$ cat src/usb_hs_pkg.sv
package usb_hs_pkg;

  // byte addresses of the mapped words
  localparam logic [31:0] CTRL_ADDR = 32'h400a4000;
  localparam logic [31:0] FNUM_ADDR = 32'h400a4004;
  localparam logic [31:0] IEN_ADDR = 32'h400a4010;
  localparam logic [31:0] STA_ADDR = 32'h400a4014;
  localparam logic [31:0] CLR_ADDR = 32'h400a4018;

  // control word fields
  localparam int EN_BIT = 8;
  localparam int DETACH_BIT = 9;
  localparam int WAKE_BIT = 10;
  localparam int PDDIS_BIT = 11;
  localparam logic [31:0] CTRL_RESET = 32'h00000200;

  // frame number word fields
  localparam int MICRO_LO = 0;
  localparam int FRAME_LO = 3;
  localparam int FERR_BIT = 31;

  // status / enable / clear fields
  localparam int SPEED_BIT = 0;
  localparam int SUSP_BIT = 1;
  localparam int MSOF_BIT = 2;
  localparam int SOF_BIT = 3;
  localparam int ERST_BIT = 4;
  localparam int WAKEUP_BIT = 5;
  localparam int ERSM_BIT = 6;
  localparam int UPRES_BIT = 7;
  localparam int EPT_LO = 8;
  localparam int DMA_LO = 25;
  localparam logic [31:0] IEN_MASK = 32'h7e007ffe;
  localparam logic [31:0] IEN_RESET = 32'h00000010;

  localparam logic [1:0] LINE_J = 2'h1;
  localparam logic [1:0] RESP_OKAY = 2'h0;
  localparam logic [1:0] RESP_SLVERR = 2'h2;

  // times and derived cycle counts
  localparam int CLK_MHZ = 25;
  localparam int SUSPEND_MS = 3;
  localparam int WAKE_WAIT_MS = 5;
  localparam int RESUME_MS = 2;
  localparam int FRAME_US = 1000;
  localparam int MICRO_US = 125;
  localparam int SUSPEND_CYC = SUSPEND_MS * 1000 * CLK_MHZ;
  localparam int WAKE_WAIT_CYC = WAKE_WAIT_MS * 1000 * CLK_MHZ;
  localparam int RESUME_CYC = RESUME_MS * 1000 * CLK_MHZ;
  localparam int FRAME_CYC = FRAME_US * CLK_MHZ;
  localparam int MICRO_CYC = MICRO_US * CLK_MHZ;

  typedef logic [17:0] cnt_t;
  typedef enum logic [1:0] {WK_IDLE, WK_DRIVE} wake_e;

  typedef struct packed {
    logic awvalid;
    logic [31:0] awaddr;
    logic wvalid;
    logic [31:0] wdata;
    logic [3:0] wstrb;
    logic bready;
    logic arvalid;
    logic [31:0] araddr;
    logic rready;
  } axi_req_s;

  typedef struct packed {
    logic awready;
    logic wready;
    logic bvalid;
    logic [1:0] bresp;
    logic arready;
    logic rvalid;
    logic [31:0] rdata;
    logic [1:0] rresp;
  } axi_rsp_s;

  typedef struct packed {
    logic [1:0] lineState;
    logic hsMode;
    logic sofValid;
    logic [10:0] sofFrame;
    logic sofCrcErr;
    logic busResetEnd;
    logic hostResumeEnd;
  } utmi_in_s;

  typedef struct packed {
    logic xcvrEnable;
    logic suspendN;
    logic dpPullUp;
    logic dpPullDown;
    logic dmPullDown;
    logic driveResumeK;
  } utmi_out_s;

endpackage

$ cat src/usb_hs_device_global_control.sv
`timescale 1ns/1ns
module usb_hs_device_global_control #(
  parameter int SUSPEND_CYC = usb_hs_pkg::SUSPEND_CYC,
  parameter int WAKE_WAIT_CYC = usb_hs_pkg::WAKE_WAIT_CYC,
  parameter int RESUME_CYC = usb_hs_pkg::RESUME_CYC,
  parameter int FRAME_CYC = usb_hs_pkg::FRAME_CYC,
  parameter int MICRO_CYC = usb_hs_pkg::MICRO_CYC
) (
  input wire logic core_clk,
  input wire logic rst_n,
  input wire usb_hs_pkg::axi_req_s axiReq,
  output usb_hs_pkg::axi_rsp_s axiRsp,
  input wire usb_hs_pkg::utmi_in_s utmiIn,
  output usb_hs_pkg::utmi_out_s utmiOut,
  input wire logic [6:0] eptIrqSrc,
  input wire logic [5:0] dmaIrqSrc,
  output logic irq
);

  function automatic logic [31:0] merge(input logic [31:0] old,
      input logic [31:0] nw, input logic [3:0] strb);
    logic [31:0] r;
    r = old;
    for (int i = 0; i < 4; i++) begin
      if (strb[i]) begin
        r[i*8 +: 8] = nw[i*8 +: 8];
      end
    end
    return r;
  endfunction

  ////////////////////////////////////////////////////////////////////////
  // bus slave

  usb_hs_pkg::axi_rsp_s rsp_q, rsp_d;
  logic awHave_q, awHave_d, wHave_q, wHave_d;
  logic [31:0] awAddr_q, awAddr_d, wData_q, wData_d;
  logic [3:0] wStrb_q, wStrb_d;
  logic doWrite;
  logic [31:0] rdWord;
  logic rdHit;
  logic [31:0] ctrlWord, fnumWord, ienWord, staWord;

  always_comb begin
    rdHit = 1'b1;
    case (axiReq.araddr)
      usb_hs_pkg::CTRL_ADDR: rdWord = ctrlWord;
      usb_hs_pkg::FNUM_ADDR: rdWord = fnumWord;
      usb_hs_pkg::IEN_ADDR: rdWord = ienWord;
      usb_hs_pkg::STA_ADDR: rdWord = staWord;
      usb_hs_pkg::CLR_ADDR: rdWord = 32'h00000000;
      default: begin
        rdWord = 32'h00000000;
        rdHit = 1'b0;
      end
    endcase
  end

  always_comb begin
    rsp_d = rsp_q;
    awHave_d = awHave_q;
    awAddr_d = awAddr_q;
    wHave_d = wHave_q;
    wData_d = wData_q;
    wStrb_d = wStrb_q;
    doWrite = awHave_q && wHave_q && !rsp_q.bvalid;
    if (rsp_q.bvalid && axiReq.bready) begin
      rsp_d.bvalid = 1'b0;
    end
    if (doWrite) begin
      awHave_d = 1'b0;
      wHave_d = 1'b0;
      rsp_d.bvalid = 1'b1;
      case (awAddr_q)
        usb_hs_pkg::CTRL_ADDR, usb_hs_pkg::FNUM_ADDR, usb_hs_pkg::IEN_ADDR,
        usb_hs_pkg::STA_ADDR, usb_hs_pkg::CLR_ADDR:
          rsp_d.bresp = usb_hs_pkg::RESP_OKAY;
        default: rsp_d.bresp = usb_hs_pkg::RESP_SLVERR;
      endcase
    end
    // address and data are taken in either order
    if (axiReq.awvalid && rsp_q.awready) begin
      awHave_d = 1'b1;
      awAddr_d = axiReq.awaddr;
    end
    if (axiReq.wvalid && rsp_q.wready) begin
      wHave_d = 1'b1;
      wData_d = axiReq.wdata;
      wStrb_d = axiReq.wstrb;
    end
    if (rsp_q.rvalid && axiReq.rready) begin
      rsp_d.rvalid = 1'b0;
    end
    if (axiReq.arvalid && rsp_q.arready) begin
      rsp_d.rvalid = 1'b1;
      rsp_d.rdata = rdWord;
      rsp_d.rresp = rdHit ? usb_hs_pkg::RESP_OKAY : usb_hs_pkg::RESP_SLVERR;
    end
    rsp_d.awready = !awHave_d && !rsp_d.bvalid;
    rsp_d.wready = !wHave_d && !rsp_d.bvalid;
    rsp_d.arready = !rsp_d.rvalid;
  end

  always_ff @(posedge core_clk) begin
    if (!rst_n) begin
      rsp_q <= '0;
      awHave_q <= 1'b0;
      awAddr_q <= 32'h00000000;
      wHave_q <= 1'b0;
      wData_q <= 32'h00000000;
      wStrb_q <= 4'h0;
    end else begin
      rsp_q <= rsp_d;
      awHave_q <= awHave_d;
      awAddr_q <= awAddr_d;
      wHave_q <= wHave_d;
      wData_q <= wData_d;
      wStrb_q <= wStrb_d;
    end
  end

  ////////////////////////////////////////////////////////////////////////
  // control and enable words

  logic [31:0] ctrl_q, ctrl_d, ien_q, ien_d, wrWord, clrWord;
  logic wakeClr;

  always_comb begin
    wrWord = 32'h00000000;
    clrWord = 32'h00000000;
    ctrl_d = ctrl_q;
    ien_d = ien_q;
    if (doWrite && awAddr_q == usb_hs_pkg::CLR_ADDR) begin
      clrWord = merge(32'h00000000, wData_q, wStrb_q);
    end
    if (wakeClr) begin
      ctrl_d[usb_hs_pkg::WAKE_BIT] = 1'b0;
    end
    if (doWrite && awAddr_q == usb_hs_pkg::CTRL_ADDR) begin
      wrWord = merge(ctrl_q, wData_q, wStrb_q);
      ctrl_d[usb_hs_pkg::EN_BIT] = wrWord[usb_hs_pkg::EN_BIT];
      ctrl_d[usb_hs_pkg::DETACH_BIT] = wrWord[usb_hs_pkg::DETACH_BIT];
      ctrl_d[usb_hs_pkg::PDDIS_BIT] = wrWord[usb_hs_pkg::PDDIS_BIT];
      // a zero written here leaves a pending request alone
      if (wrWord[usb_hs_pkg::WAKE_BIT]) begin
        ctrl_d[usb_hs_pkg::WAKE_BIT] = 1'b1;
      end
    end
    if (doWrite && awAddr_q == usb_hs_pkg::IEN_ADDR) begin
      ien_d = merge(ien_q, wData_q, wStrb_q) & usb_hs_pkg::IEN_MASK;
    end
    if (utmiIn.busResetEnd) begin
      ien_d[usb_hs_pkg::ERST_BIT] = 1'b1;
    end
  end

  always_ff @(posedge core_clk) begin
    if (!rst_n) begin
      ctrl_q <= usb_hs_pkg::CTRL_RESET;
      ien_q <= usb_hs_pkg::IEN_RESET;
    end else begin
      ctrl_q <= ctrl_d;
      ien_q <= ien_d;
    end
  end

  logic enable, detach, pdDis;
  assign enable = ctrl_q[usb_hs_pkg::EN_BIT];
  assign detach = ctrl_q[usb_hs_pkg::DETACH_BIT];
  assign pdDis = ctrl_q[usb_hs_pkg::PDDIS_BIT];

  ////////////////////////////////////////////////////////////////////////
  // frame tracking

  logic [2:0] micro_q, micro_d;
  logic [10:0] frame_q, frame_d;
  logic ferr_q, ferr_d, hs_q;
  usb_hs_pkg::cnt_t tmr_q, tmr_d, period;
  logic setSof, setMicro, suspended_q;

  always_comb begin
    setSof = 1'b0;
    setMicro = 1'b0;
    micro_d = micro_q;
    frame_d = frame_q;
    ferr_d = ferr_q;
    tmr_d = usb_hs_pkg::cnt_t'(tmr_q + 18'h00001);
    period = hs_q ? usb_hs_pkg::cnt_t'(MICRO_CYC) :
        usb_hs_pkg::cnt_t'(FRAME_CYC);
    if (utmiIn.sofValid) begin
      tmr_d = '0;
      ferr_d = utmiIn.sofCrcErr;
      // a new frame number marks the first microframe of a frame
      if (!hs_q || (!utmiIn.sofCrcErr && utmiIn.sofFrame != frame_q)) begin
        setSof = 1'b1;
        micro_d = 3'h0;
        if (!utmiIn.sofCrcErr) begin
          frame_d = utmiIn.sofFrame;
        end
      end else begin
        setMicro = 1'b1;
        micro_d = 3'(micro_q + 3'h1);
      end
    // >= so a count left from the longer full-speed period cannot stall
    end else if (!suspended_q && tmr_q >= usb_hs_pkg::cnt_t'(period - 1)) begin
      // synthesized start of (micro)frame when the host is missed
      tmr_d = '0;
      if (hs_q && micro_q != 3'h7) begin
        setMicro = 1'b1;
        micro_d = 3'(micro_q + 3'h1);
      end else begin
        setSof = 1'b1;
        micro_d = 3'h0;
      end
    end
    if (utmiIn.busResetEnd) begin
      micro_d = 3'h0;
      frame_d = 11'h000;
      ferr_d = 1'b0;
      tmr_d = '0;
    end
  end

  always_ff @(posedge core_clk) begin
    if (!rst_n || !enable) begin
      micro_q <= 3'h0;
      frame_q <= 11'h000;
      ferr_q <= 1'b0;
      tmr_q <= '0;
      hs_q <= 1'b0;
    end else begin
      micro_q <= micro_d;
      frame_q <= frame_d;
      ferr_q <= ferr_d;
      tmr_q <= tmr_d;
      hs_q <= utmiIn.hsMode;
    end
  end

  ////////////////////////////////////////////////////////////////////////
  // suspend and remote wakeup

  usb_hs_pkg::wake_e wk_q, wk_d;
  usb_hs_pkg::cnt_t idle_q, idle_d, sus_q, sus_d, res_q, res_d;
  logic suspended_d, setSusp, setWake, setErsm, setUp, wakeOk;

  assign wakeOk = sus_q == usb_hs_pkg::cnt_t'(WAKE_WAIT_CYC - 1);

  always_comb begin
    wk_d = wk_q;
    idle_d = '0;
    sus_d = '0;
    res_d = '0;
    suspended_d = suspended_q;
    setSusp = 1'b0;
    setWake = 1'b0;
    setErsm = 1'b0;
    setUp = 1'b0;
    wakeClr = 1'b0;
    if (!suspended_q) begin
      if (utmiIn.lineState == usb_hs_pkg::LINE_J && !utmiIn.sofValid) begin
        idle_d = usb_hs_pkg::cnt_t'(idle_q + 18'h00001);
        if (idle_q == usb_hs_pkg::cnt_t'(SUSPEND_CYC - 1)) begin
          setSusp = 1'b1;
          suspended_d = 1'b1;
          idle_d = '0;
        end
      end
    end else begin
      sus_d = wakeOk ? sus_q : usb_hs_pkg::cnt_t'(sus_q + 18'h00001);
    end
    case (wk_q)
      usb_hs_pkg::WK_IDLE: begin
        if (suspended_q && ctrl_q[usb_hs_pkg::WAKE_BIT] && wakeOk) begin
          wk_d = usb_hs_pkg::WK_DRIVE;
          setUp = 1'b1;
        end else if (suspended_q &&
            utmiIn.lineState != usb_hs_pkg::LINE_J) begin
          setWake = 1'b1;
          suspended_d = 1'b0;
        end
      end
      usb_hs_pkg::WK_DRIVE: begin
        res_d = usb_hs_pkg::cnt_t'(res_q + 18'h00001);
        if (res_q == usb_hs_pkg::cnt_t'(RESUME_CYC - 1)) begin
          wk_d = usb_hs_pkg::WK_IDLE;
          wakeClr = 1'b1;
          suspended_d = 1'b0;
          res_d = '0;
        end
      end
      default: wk_d = usb_hs_pkg::WK_IDLE;
    endcase
    if (utmiIn.hostResumeEnd) begin
      setErsm = 1'b1;
      suspended_d = 1'b0;
    end
  end

  always_ff @(posedge core_clk) begin
    if (!rst_n || !enable) begin
      wk_q <= usb_hs_pkg::WK_IDLE;
      idle_q <= '0;
      sus_q <= '0;
      res_q <= '0;
      suspended_q <= 1'b0;
    end else begin
      wk_q <= wk_d;
      idle_q <= idle_d;
      sus_q <= sus_d;
      res_q <= res_d;
      suspended_q <= suspended_d;
    end
  end

  ////////////////////////////////////////////////////////////////////////
  // flags, interrupt and transceiver controls

  logic [7:1] flag_q, flag_d, flagSet;
  logic [6:0] ept_q;
  logic [5:0] dma_q;
  logic irq_q;
  usb_hs_pkg::utmi_out_s out_q, out_d;

  always_comb begin
    flagSet = {setUp, setErsm, setWake, utmiIn.busResetEnd, setSof,
        setMicro, setSusp};
    flag_d = (flag_q & ~clrWord[7:1]) | flagSet;
  end

  assign staWord = {1'b0, dma_q, 10'h000, ept_q, flag_q, hs_q};
  assign ienWord = ien_q;
  assign fnumWord = {ferr_q, 17'h00000, frame_q, micro_q};
  assign ctrlWord = ctrl_q;

  always_comb begin
    out_d.xcvrEnable = enable;
    out_d.driveResumeK = enable && wk_q == usb_hs_pkg::WK_DRIVE;
    // detached or disabled parts hold the transceiver in suspend
    out_d.suspendN = enable && !detach && !(suspended_q &&
        wk_q == usb_hs_pkg::WK_IDLE);
    out_d.dpPullUp = enable && !detach;
    out_d.dpPullDown = detach && !pdDis;
    out_d.dmPullDown = !pdDis;
  end

  always_ff @(posedge core_clk) begin
    if (!rst_n || !enable) begin
      flag_q <= 7'h00;
      ept_q <= 7'h00;
      dma_q <= 6'h00;
      irq_q <= 1'b0;
    end else begin
      flag_q <= flag_d;
      // endpoint and channel bits follow their sources, gated by enable
      ept_q <= eptIrqSrc & ien_q[usb_hs_pkg::EPT_LO +: 7];
      dma_q <= dmaIrqSrc & ien_q[usb_hs_pkg::DMA_LO +: 6];
      irq_q <= |(staWord[31:1] & ien_q[31:1]);
    end
  end

  always_ff @(posedge core_clk) begin
    if (!rst_n) begin
      out_q <= '0;
    end else begin
      out_q <= out_d;
    end
  end

  assign axiRsp = rsp_q;
  assign utmiOut = out_q;
  assign irq = irq_q;
endmodule // usb_hs_device_global_control

$ cat config.mk
export PLATFORM = sky130hd
export DESIGN_NAME = usb_hs_device_global_control
export DESIGN_NICKNAME = d
export VERILOG_FILES = /design/src/usb_hs_pkg.sv /design/src/usb_hs_device_global_control.sv
export SDC_FILE = /design/constraint.sdc
export NUM_CORES = 1
export LEC_CHECK = 0
export BUFFER_PORTS_ARGS = -buffer_cell sky130_fd_sc_hd__buf_2
export CAP_MARGIN = 20
export CORE_ASPECT_RATIO = 1.4
export CORE_MARGIN = 2
export CORE_UTILIZATION = 32
export CTS_CLUSTER_DIAMETER = 120
export CTS_CLUSTER_SIZE = 40
export DETAILED_ROUTE_END_ITERATION = 8
export PLACE_DENSITY = 0.56
export SLEW_MARGIN = 20
export SYNTH_ARGS = -nofsm -noshare
export SYNTH_HDL_FRONTEND = slang
export SYNTH_SLANG_ARGS = --single-unit
export TNS_END_PERCENT = 30
$ cat constraint.sdc
create_clock -name core_clk -period 3.4 [get_ports core_clk]
set_input_delay 1.02 -clock core_clk [delete_from_list [all_inputs] [get_ports core_clk]]
set_output_delay 1.02 -clock core_clk [all_outputs]
set_load 0.1 [all_outputs]
Word-level counts from Yosys, hierarchy flattened --
Cells that the tools add are included.
Word-level totals: input bits 138, word-level logic and storage cells 187, output and inout bits 48, register bits 252
Operators by class: multiplexer cells 51, reduce and logical (&&, ||, !) cells 58, bitwise logic cells 11, add/subtract/negate cells 6, $lt $le $gt $ge 1, equal/unequal tests 21
Operators with widths (count):
- 32-bit by 31-bit equality test with 1-bit output (second input constant) | 10
- 32-bit case mux with 4 select lines | 1
- 18-bit by 1-bit adder with 18-bit output (second input constant) | 4
- 18-bit by 17-bit equality test with 1-bit output (second input constant) | 2
- 35-bit two-way mux | 1
- 1-bit two-way mux | 32
- 31-bit OR reduction | 1
- 30-bit bitwise AND | 1
- 1-bit logical AND | 24
- 18-bit by 16-bit equality test with 1-bit output (second input constant) | 1
- 18-bit >= comparator | 1
- 3-bit two-way mux | 6
- 8-bit two-way mux | 2
- 15-bit by 1-bit subtractor with 16-bit output (second input constant) | 1
- 15-bit two-way mux | 1
- 7-bit bitwise AND | 2
- 1-bit zero test | 14
- 11-bit inequality test | 1
- 2-bit AND reduction | 5
- 5-bit OR reduction | 2
- 2-bit two-way mux | 4
- 4-bit two-way mux | 2
- 2-bit OR reduction | 4
- 4-bit OR reduction | 2
- 16 further kinds | 24

Depth between registers and ports, before layout --
Gate-level depths: netlist (run 1).
word-level depth 7, mapped depth 9, mapped depth without buffers 8

Worst setup path after synthesis (run 1) --
Ideal clock, no wire load.
path kind register to register, start register rsp_q, in the netlist axiRsp[35], end register rsp_q, in the netlist axiRsp[16], buffers on the path 0, data arrival time 2.457 ns, setup time 0.059 ns, cell stages (with the launch flop) 7, required time 3.341 ns, period minus slack after synthesis 2.517 ns, setup slack 0.883 ns, cell sequence dfxtp_1 -> nand2_1 -> or2_2 -> nor4_4 -> nand2_1 -> o21ai_0 -> and2_1
On the way: cells in the longest elaborated chain, start to end 1
RTL lines:
- start, declared | line usb_hs_device_global_control.sv:35 | usb_hs_pkg::axi_rsp_s rsp_q, rsp_d;
- start signal, assigned | line usb_hs_device_global_control.sv:113 | rsp_q <= rsp_d;
- 1-bit logical AND | line usb_hs_device_global_control.sv:94 | if (axiReq.arvalid && rsp_q.arready) begin
No other way between the ends. A chain may end at the register's enable or synchronous reset.

Final worst setup path (run 1) --
start register hs_q, end register tmr_q[16]
On the way: cells in the longest elaborated chain, start to end 5
RTL lines:
- start, declared | line usb_hs_device_global_control.sv:177 | logic ferr_q, ferr_d, hs_q;
- start signal, assigned | line usb_hs_device_global_control.sv:236 | hs_q <= utmiIn.hsMode;
- 15-bit two-way mux | line usb_hs_device_global_control.sv:188 | period = hs_q ? usb_hs_pkg::cnt_t'(MICRO_CYC) :
- 15-bit by 1-bit subtractor with 16-bit output | line usb_hs_device_global_control.sv:205 | end else if (!suspended_q && tmr_q >= usb_hs_pkg::cnt_t'(period - 1)) begin
- 18-bit >= comparator | line usb_hs_device_global_control.sv:205
- 1-bit logical AND | line usb_hs_device_global_control.sv:205
- 4-bit OR reduction (no line)
- end signal, assigned | line usb_hs_device_global_control.sv:235 | tmr_q <= tmr_d;
- end, declared | line usb_hs_device_global_control.sv:178 | usb_hs_pkg::cnt_t tmr_q, tmr_d, period;
No other way between the ends.

==> metrics.txt, run 1 <==
Slew @ Worst Pin=0.818 ns; initial core utilization=about 32%; sequential area share after synthesis=47.0%; RSZ-0062 raised after global routing=no; async set-or-reset flop fraction in the synthesized netlist=0%; nets=approximately 1400; Layout area overhead=14.5%; Setup TNS=0 ns; final setup margin=between 0.8 and 0.9 ns; gpl congestion=0.798; port bufs=160; Distinct cells, synth=56; Max Clock Skew=0.0239 ns; CP max stage delay=0.57 ns; drt total wl=approximately 24 mm; Post-Place Worst Slack=0.549 ns; Hold Crit Class=register to register; gr ovfl total=0; CTS Buf Count=9; H-tree Lvls=1; Max Cap Viol=0; initial antenna violation count=6; HPWL after DPL=18.3 mm; Die Height=210 µm; I/O pins=186; FF+latch count, synth=227; nature of the critical path endpoint=register; main flop type after synthesis=dfxtp_1; share of cells above drive strength 1=16.6%; Antenna Nets Post-Route=0; final max-slew violation count=0; CTS root buf=clkbuf_16; Worst Setup Start Kind=register; status=finished, final reports clean; vias in the first global route=7489; fmax=388 MHz; Post-Syn Area per Cell=9.00 µm²; Slew headroom=a little under half; CTS resizes=0; final hold vios=0; delay-heaviest family, CP=compound AO/OA/AOI/OAI gates; Final period util=between 70 and 80%; Die ar.=31600 µm²; worst endpoint data arrival time=approximately 3 ns; hold-fix buffers at CTS=0; Syn Std Cell Area=approximately 9700 µm²; CP Cell Sequence=inv_1 -> ha_1 -> a211o_1 -> a21oi_1 -> o21ai_0 -> o21ai_2 -> nand2_2 -> nor2_1; CTS tree=built; cell count after synthesis=1074; Clk pin slew, worst setup/hold paths=0.14 ns; final critical-path required period=around 2.6 ns; CORE AREA=a little under 30000 µm²; First DRT Iteration DRCs=312; Lkg Pwr=0.00431 µW; first-pass GRT wire length=~39 mm; # rows=75; reg-to-reg slack, setup=0.82 ns; Overall Power=4420 µW; CP bufs+invs=1; most frequent cells in the layout=dfxtp_1 (227), nand2_1 (175), buf_2 (160); largest net degree at the start of global routing=67; synth warn=0; Via density=4.77; Power per Cell Area=around 400 nW/µm²; Post-synth EDFFs=0; post-CTS setup buffers=0; leading cell type in the layout, fill and taps excluded=dfxtp_1; final instance count without filler cells=1599; Avg WL per Cell=~15 µm; Setup Viol. Count Final=0; slowest CP cell=dfxtp_1; Tot GR Track Use=15.2%; drt drc=0; Setup CP Type=register to register; Peak VDD IR=0.314 mV; Pre-antenna DRT Iters=4; clock latency on the worst-skew pair=0.49 ns; width of the die=151 µm; worst-path fanout max=17; CTS Buffer Depth=3; clk sinks=227; Vias=7632; dpl cells=1588; Critical Path RT=3.83 ns
## power breakdown
group	leakage, µW	switching (µW)	internal, µW	total [µW]
Combinational	0.00235	243	125	368
Sequential	0.00184	25.1	2700	2730
Clock	0.000118	834	494	1330
Total	0.00431	1100	3320	4420
## worst register-to-register path, cell delays in order (launching register included)
cell and delay [ns]:
dfxtp_1 0.57, inv_1 0.18, ha_1 0.34, a211o_1 0.29
a21oi_1 0.19, o21ai_0 0.14, o21ai_2 0.32, nand2_2 0.30
nor2_1 0.19
## stage by stage
step | utilization [%] | hold slack, ns | instance area [µm²]
final | 37.1 | 0.449 | 11100
after global routing | 37.1 | 0.481 | 11100
after CTS | 37.1 | 0.452 | 11100
after detailed placement | 36.3 | 0.433 | 10800
after global placement | 36.3 | 0.424 | 10800
after floorplan | - | 0.413 | 9710
## synth_stat cells, drive strengths merged, types with 2 or more instances
library cell | count | share of area (%)
a21boi | 60 | 4.7
a21o | 2 | 0.16
a21oi | 28 | 1.4
a221oi | 5 | 0.45
a22o | 5 | 0.45
a22oi | 2 | 0.16
a31oi | 5 | 0.32
a32o | 2 | 0.21
a32oi | 2 | 0.18
and2 | 16 | 1.0
and3 | 26 | 1.7
and4 | 3 | 0.27
buf | 23 | 1.5
clkbuf | 31 | 1.2
dfxtp | 227 | 47
ha | 15 | 1.9
inv | 16 | 0.62
mux2i | 52 | 5.4
mux4 | 4 | 0.93
nand2 | 176 | 6.9
nand2b | 11 | 0.71
nand3 | 33 | 1.9
nand3b | 6 | 0.47
nand4 | 19 | 1.2
nand4b | 3 | 0.27
nor2 | 101 | 3.9
nor2b | 29 | 1.9
nor3 | 16 | 0.88
nor3b | 4 | 0.31
nor4 | 17 | 1.5
nor4b | 5 | 0.45
nor4bb | 2 | 0.21
o21ai | 34 | 1.8
o31ai | 2 | 0.16
or2 | 2 | 0.13
or3 | 10 | 0.65
or4 | 3 | 0.23
or4b | 2 | 0.21
xnor2 | 33 | 3.0
xor2 | 34 | 3.1
## layout make-up
cell class,instances,area [µm²]
multi-input combinational,787,4840
clock inverter,1,16.3
clock buffer,9,225
sequential,227,4540
inverter,17,63.8
fill,3137,18800
antenna,1,2.50
timing repair buffer,172,891
tap,385,482
## cell families after synthesis
logic type | count (synthesis) | synth area share (%)
simple gates | 484 | 24.7
flops | 227 | 47.0
compound gates | 152 | 10.5
buf+inv | 71 | 3.33
mux | 57 | 6.43
xor+xnor | 67 | 6.07
fa+ha+maj | 15 | 1.94
other cells | 1 | 0.0388
## final timing paths
path                             endpoint  cells after the start     start
worst max-delay path            tmr_q[16]                      8      hs_q
worst min-delay path             res_q[0]                      1  res_q[0]
worst max register to register  tmr_q[16]                      8      hs_q
worst min register to register   res_q[0]                      1  res_q[0]
## state kept, by name, summed over array words and instances (netlist names)
name / flops
sus_q: 18
utmiOut: 6
ctrlWord: 4
wk_q: 1
wStrb_q: 3
suspended_q: 1
micro_q: 3
tmr_q: 18
awHave_q: 1
axiRsp: 29
ferr_q: 1
awAddr_q: 32
irq: 1
dma_q: 6
ienWord: 20
flag_q: 7
res_q: 18
wData_q: 20
wHave_q: 1
frame_q: 11
idle_q: 18
ept_q: 7
hs_q: 1
## layer usage
metal / routed length, µm / GRT usage [%] / up-vias
li1: - / - / 3919
met1: 10500 / 19.3 / 3531
met2: 11600 / 26.4 / 138
met3: 1150 / 2.65 / 34
met4: 626 / 4.42 / 10
met5: 61 / 0 / -
Power figures use the tool's default switching activity.
==> inputs of run 2 (changes only) <==
==> constraint.sdc (replaced) <==
create_clock -name core_clk -period 2.4 [get_ports core_clk]
set_input_delay 0.72 -clock core_clk [delete_from_list [all_inputs] [get_ports core_clk]]
set_output_delay 0.72 -clock core_clk [all_outputs]
set_load 0.1 [all_outputs]
==> metrics.txt, run 2 (same netlist as run 1, synthesis figures left out) <==
Slew @ Worst Pin=0.651 ns; clk sinks=227; CTS Buf Count=9; met1 GRT Util=18.3%; CTS tree=built; Die ar.=31600 µm²; HPWL after DPL=about 18 mm; final hold vios=0; port bufs=160; Worst Setup Start Kind=register; initial antenna violation count=7; final max-slew violation count=0; nature of the critical path endpoint=register; final core utilization=between 30% and 40%; First DRT Iteration DRCs=213; vias in the first global route=between 7000 and 8000; Hold Crit Class=input port to register; GRT met3 Usage=3.26%; CTS Buffer Depth=3; H-tree Lvls=1; drt drc=0; largest net degree at the start of global routing=between 80 and 90; status=finished, final reports clean; gr busiest metal=met2; Max Cap Viol=0; Clk pin slew, worst setup/hold paths=between 0.1 and 0.15 ns; CTS root buf=clkbuf_16; RSZ-0062 raised after global routing=yes; Setup Viol. Count Final=0; Antenna Nets Post-Route=0; CORE AREA=29800 µm²; gr ovfl total=0; Pre-antenna DRT Iters=4; gpl congestion=0.785; final critical-path required period=2.20 ns; worst-path fanout max=7; Peak VDD IR=0.627 mV; nets=about 1400; Layout area overhead=16.6%; fmax=455 MHz; most frequent cells in the layout=dfxtp_1 (226), nand2_1 (175), buf_2 (160); Vias=7708; # rows=75; Lkg Pwr=0.00443 µW; I/O pins=186; leading cell type in the layout, fill and taps excluded=dfxtp_1; Tot GR Track Use=15.1%; Overall Power=roughly 6300 µW; hold-fix buffers at CTS=0; met2 usage=27.1%; Max Clock Skew=~0.025 ns; Reg with most FFs=awAddr_q; share of cells above drive strength 1=18.2%; Slew headroom=a little under three fifths; Setup TNS=0 ns; Final period util=between 90% and 100%; Via density=approximately 4.8; Setup CP Type=register to register; Avg WL per Cell=14.8 µm; first-pass GRT wire length=38.6 mm; worst endpoint data arrival time=2.58 ns; final setup margin=0.204 ns; initial core utilization=about a third; Critical Path RT=2.78 ns; max reg flops=32; Power per Cell Area=554 nW/µm²; drt total wl=24.0 mm; width of the die=between 150 and 200 µm; Post-Place Worst Slack=-0.0136 ns; clock latency on the worst-skew pair=about 0.48 ns; Die Height=between 200 and 250 µm
[run 2: changes by cell type in the layout (fill, tap and decap cells not counted)]
cell / change
buf_12: +3
buf_4: +19
dfxtp_1: -1
diode_2: +1
nand2b_1: -1
nand2b_2: +1
dfxtp_2: +1
[run 2: area by class of cell]
class | count | area [µm²]
flip-flops and latches | 227 | 4550
multi-input cells | 787 | 4850
inverters | 17 | 63.8
well taps | 385 | 482
clock buffers | 9 | 225
fillers | 3139 | 18600
clock inverters | 1 | 16.3
repair buffers | 194 | 1090
diodes | 2 | 5.00
[run 2: timing repair]
item | in CTS | in global routing
gates resized for setup | 0 | 1
setup endpoints to repair | 0 | 2
setup buffers | 0 | 0
[run 2: worst paths after layout]
kind                              startpoint          end  slack, ns  cells past startpoint
worst max-delay path            awAddr_q[26]   ienWord[4]       0.20                      7
worst min-delay path               utmiIn[0]  suspended_q       0.42                      2
worst max register to register  awAddr_q[26]   ienWord[4]       0.20                      7
worst min register to register      res_q[0]     res_q[0]       0.45                      1
[run 2: layer usage]
layer	vias up	wire length (µm)
li1	3967	-
met1	3572	10200
met3	29	1370
met4	10	423
met5	-	69
met2	130	11900
[run 2: stage by stage]
step / hold WS, ns / cell area, µm² / cells
final: 0.420 / 11300 / 1622
after global routing: 0.406 / 11300 / 1622
after CTS: 0.391 / 11300 / 1620
after detailed placement: 0.435 / 11000 / 1610
after global placement: 0.422 / 11000 / 1610
after floorplan: 0.413 / 9710 / 1085
[run 2: critical path: stages, from the launching register on]
cell and delay [ns]:
dfxtp_1 0.34, nor4_1 0.38, nand4_1 0.29, nor4_4 0.30, buf_4 0.19, nand3_2 0.26
mux2i_1 0.24, nand3b_1 0.09
[run 2: power by group]
group,internal (µW),switching (µW),leakage [µW],total [µW]
Sequential,3830,34.5,0.00184,3860
Combinational,187,346,0.00248,533
Clock,699,1160,0.000118,1860
Total,4710,1540,0.00443,6250
==> inputs of run 3 (changes only) <==
--- a/config.mk
+++ b/config.mk
@@ -13,7 +13,7 @@
 export CTS_CLUSTER_DIAMETER = 120
 export CTS_CLUSTER_SIZE = 40
 export DETAILED_ROUTE_END_ITERATION = 8
-export PLACE_DENSITY = 0.56
+export PLACE_DENSITY = 0.58
 export SLEW_MARGIN = 20
 export SYNTH_ARGS = -nofsm -noshare
 export SYNTH_HDL_FRONTEND = slang
==> constraint.sdc (replaced) <==
create_clock -name core_clk -period 1.8 [get_ports core_clk]
set_input_delay 0.54 -clock core_clk [delete_from_list [all_inputs] [get_ports core_clk]]
set_output_delay 0.54 -clock core_clk [all_outputs]
set_load 0.1 [all_outputs]
==> metrics.txt, run 3 (same netlist as run 1, synthesis figures left out) <==
status=complete, but fails checks; failing checks=setup timing; Fillers=3046; FF+latch area=4560 µm²; Setup Viol. Count Final=between 50 and 60; fmax=491 MHz; final hold vios=0; CORE AREA=around 30000 µm²; Reg with most FFs=awAddr_q; hold-fix buffers at CTS=0; worst r2r src=hs_q; Die ar.=31600 µm²; Clk pin slew, worst setup/hold paths=0.15 ns; CTS tree=built; CTS root buf=clkbuf_16; worst hold slack=~0.28 ns; r2r worst-path depth=8; HPWL after DPL=roughly 19 mm; First DRT Iteration DRCs=approximately 360; Antenna diodes=0; multi-input logic area=5120 µm²; initial core utilization=32.4%; RSZ-0062 raised after global routing=yes; gr ovfl total=0; largest net degree at the start of global routing=92; # rows=75; Power per Cell Area=694 nW/µm²; CTS Buffer Depth=3; Peak VDD IR=0.659 mV; Die Height=approximately 210 µm; first-pass GRT wire length=between 40 and 50 mm; Post-Place Worst Slack=-0.335 ns; clk sinks=227; I/O pins=186; final instance count without filler cells=1682; reg-to-reg slack, setup=-0.24 ns; CTS Buf Count=9; leading cell type in the layout, fill and taps excluded=dfxtp_1; final max-slew violation count=0; Pre-antenna DRT Iters=4; max reg flops=32; final core utilization=40.8%; share of cells above drive strength 1=25.6%; Max Clock Skew=0.0189 ns; Tot GR Track Use=between 10% and 20%; Critical Path Start=hs_q; most frequent cells in the layout=dfxtp_1 (220), nand2_1 (171), buf_2 (124); worst endpoint data arrival time=2.44 ns; gpl congestion=0.795; worst r2r dst=flag_q[3]; final critical-path required period=2.04 ns; initial antenna violation count=4; Vias=7921; vias in the first global route=between 7000 and 8000; Final period util=113%; drt total wl=between 20 and 25 mm; final setup margin=-0.236 ns; Lkg Pwr=0.00485 µW; H-tree Lvls=1; nets=1450; worst-path fanout max=6; Max Cap Viol=0; Worst Setup Start Kind=register; dpl cells=about 1700; Hold Crit Class=input port to register; Via density=roughly 4.7; Critical Path RT=2.20 ns; port bufs=160; Setup CP Type=register to register; Critical Path Sink=flag_q[3]; Overall Power=8450 µW; width of the die=151 µm; Avg WL per Cell=approximately 15 µm; drt drc=0; clock latency on the worst-skew pair=0.49 ns; Layout area overhead=26.0%; nature of the critical path endpoint=register; Antenna Nets Post-Route=0
-- run 3: cell types whose count changed in the layout (fill, tap and decap cells not counted), sizes merged --
cell	before	now
clkbuf	9	14
buf	194	251
diode	2	0
-- run 3: layer usage --
metal  track usage (%)  routed length [µm]  vias to the layer above  share of wire (%)
met5                 0                  52                        -               0.21
met4              4.29                 553                        8                2.2
met3              2.96                1100                       30                4.4
met2              29.1               12900                      144                 52
met1              18.8               10300                     3645                 41
li1                  -                   -                     4094                  -
-- run 3: layout make-up --
| class | count | share of cell area [%] |
|---|---|---|
| clock buffers | 10 | 1.96 |
| clock inverters | 1 | 0.134 |
| inverters | 17 | 0.524 |
| multi-input cells | 787 | 42.0 |
| flip-flops and latches | 227 | 37.4 |
| well taps | 385 | 3.95 |
| repair buffers | 255 | 14.0 |
-- run 3: timing repair --
action                                 CTS  global route
setup buffers                            2             1
setup endpoints to repair              100            90
gates resized for setup                 56            32
pin swaps                               13            11
endpoints found under the hold margin    0             0
-- run 3: metrics by stage --
stage	instance area [µm²]	setup TNS (ns)
detailed placement	11600	-22.18
finish	12200	-6.77
global route	12200	-13.53
floorplan	9800	-8.96
CTS	12100	-6.95
global placement	11600	-21.25
-- run 3: worst min-delay path by stage --
stage	from	to	slack (ns)	depth (start not counted)
5_1_grt	dmaIrqSrc[5]	dma_q[5]	0.26	2
6_report	eptIrqSrc[3]	ept_q[3]	0.28	2
2_1_floorplan	idle_q[0]	idle_q[0]	0.41	1
3_3_place_gp	idle_q[0]	idle_q[0]	0.42	1
3_5_place_dp	idle_q[0]	idle_q[0]	0.43	1
4_1_cts	utmiIn[0]	suspended_q	0.26	2
-- run 3: where the power goes --
| part | total [µW] | switching, µW | leakage (µW) | internal (µW) |
|---|---|---|---|---|
| sequential | 5150 | 52.7 | 0.00184 | 5100 |
| combinational | 773 | 479 | 0.00289 | 294 |
| clock | 2520 | 1550 | 0.000125 | 977 |
| total | 8450 | 2080 | 0.00485 | 6370 |
-- run 3: worst max-delay path: stages (launching register included) --
cell and delay [ns]:
dfxtp_4 0.41, ha_4 0.16, or4_4 0.53, a211oi_2 0.18, o31ai_2 0.10, o21ai_2 0.25
buf_4 0.16, a2bb2oi_2 0.12, nor2_1 0.04
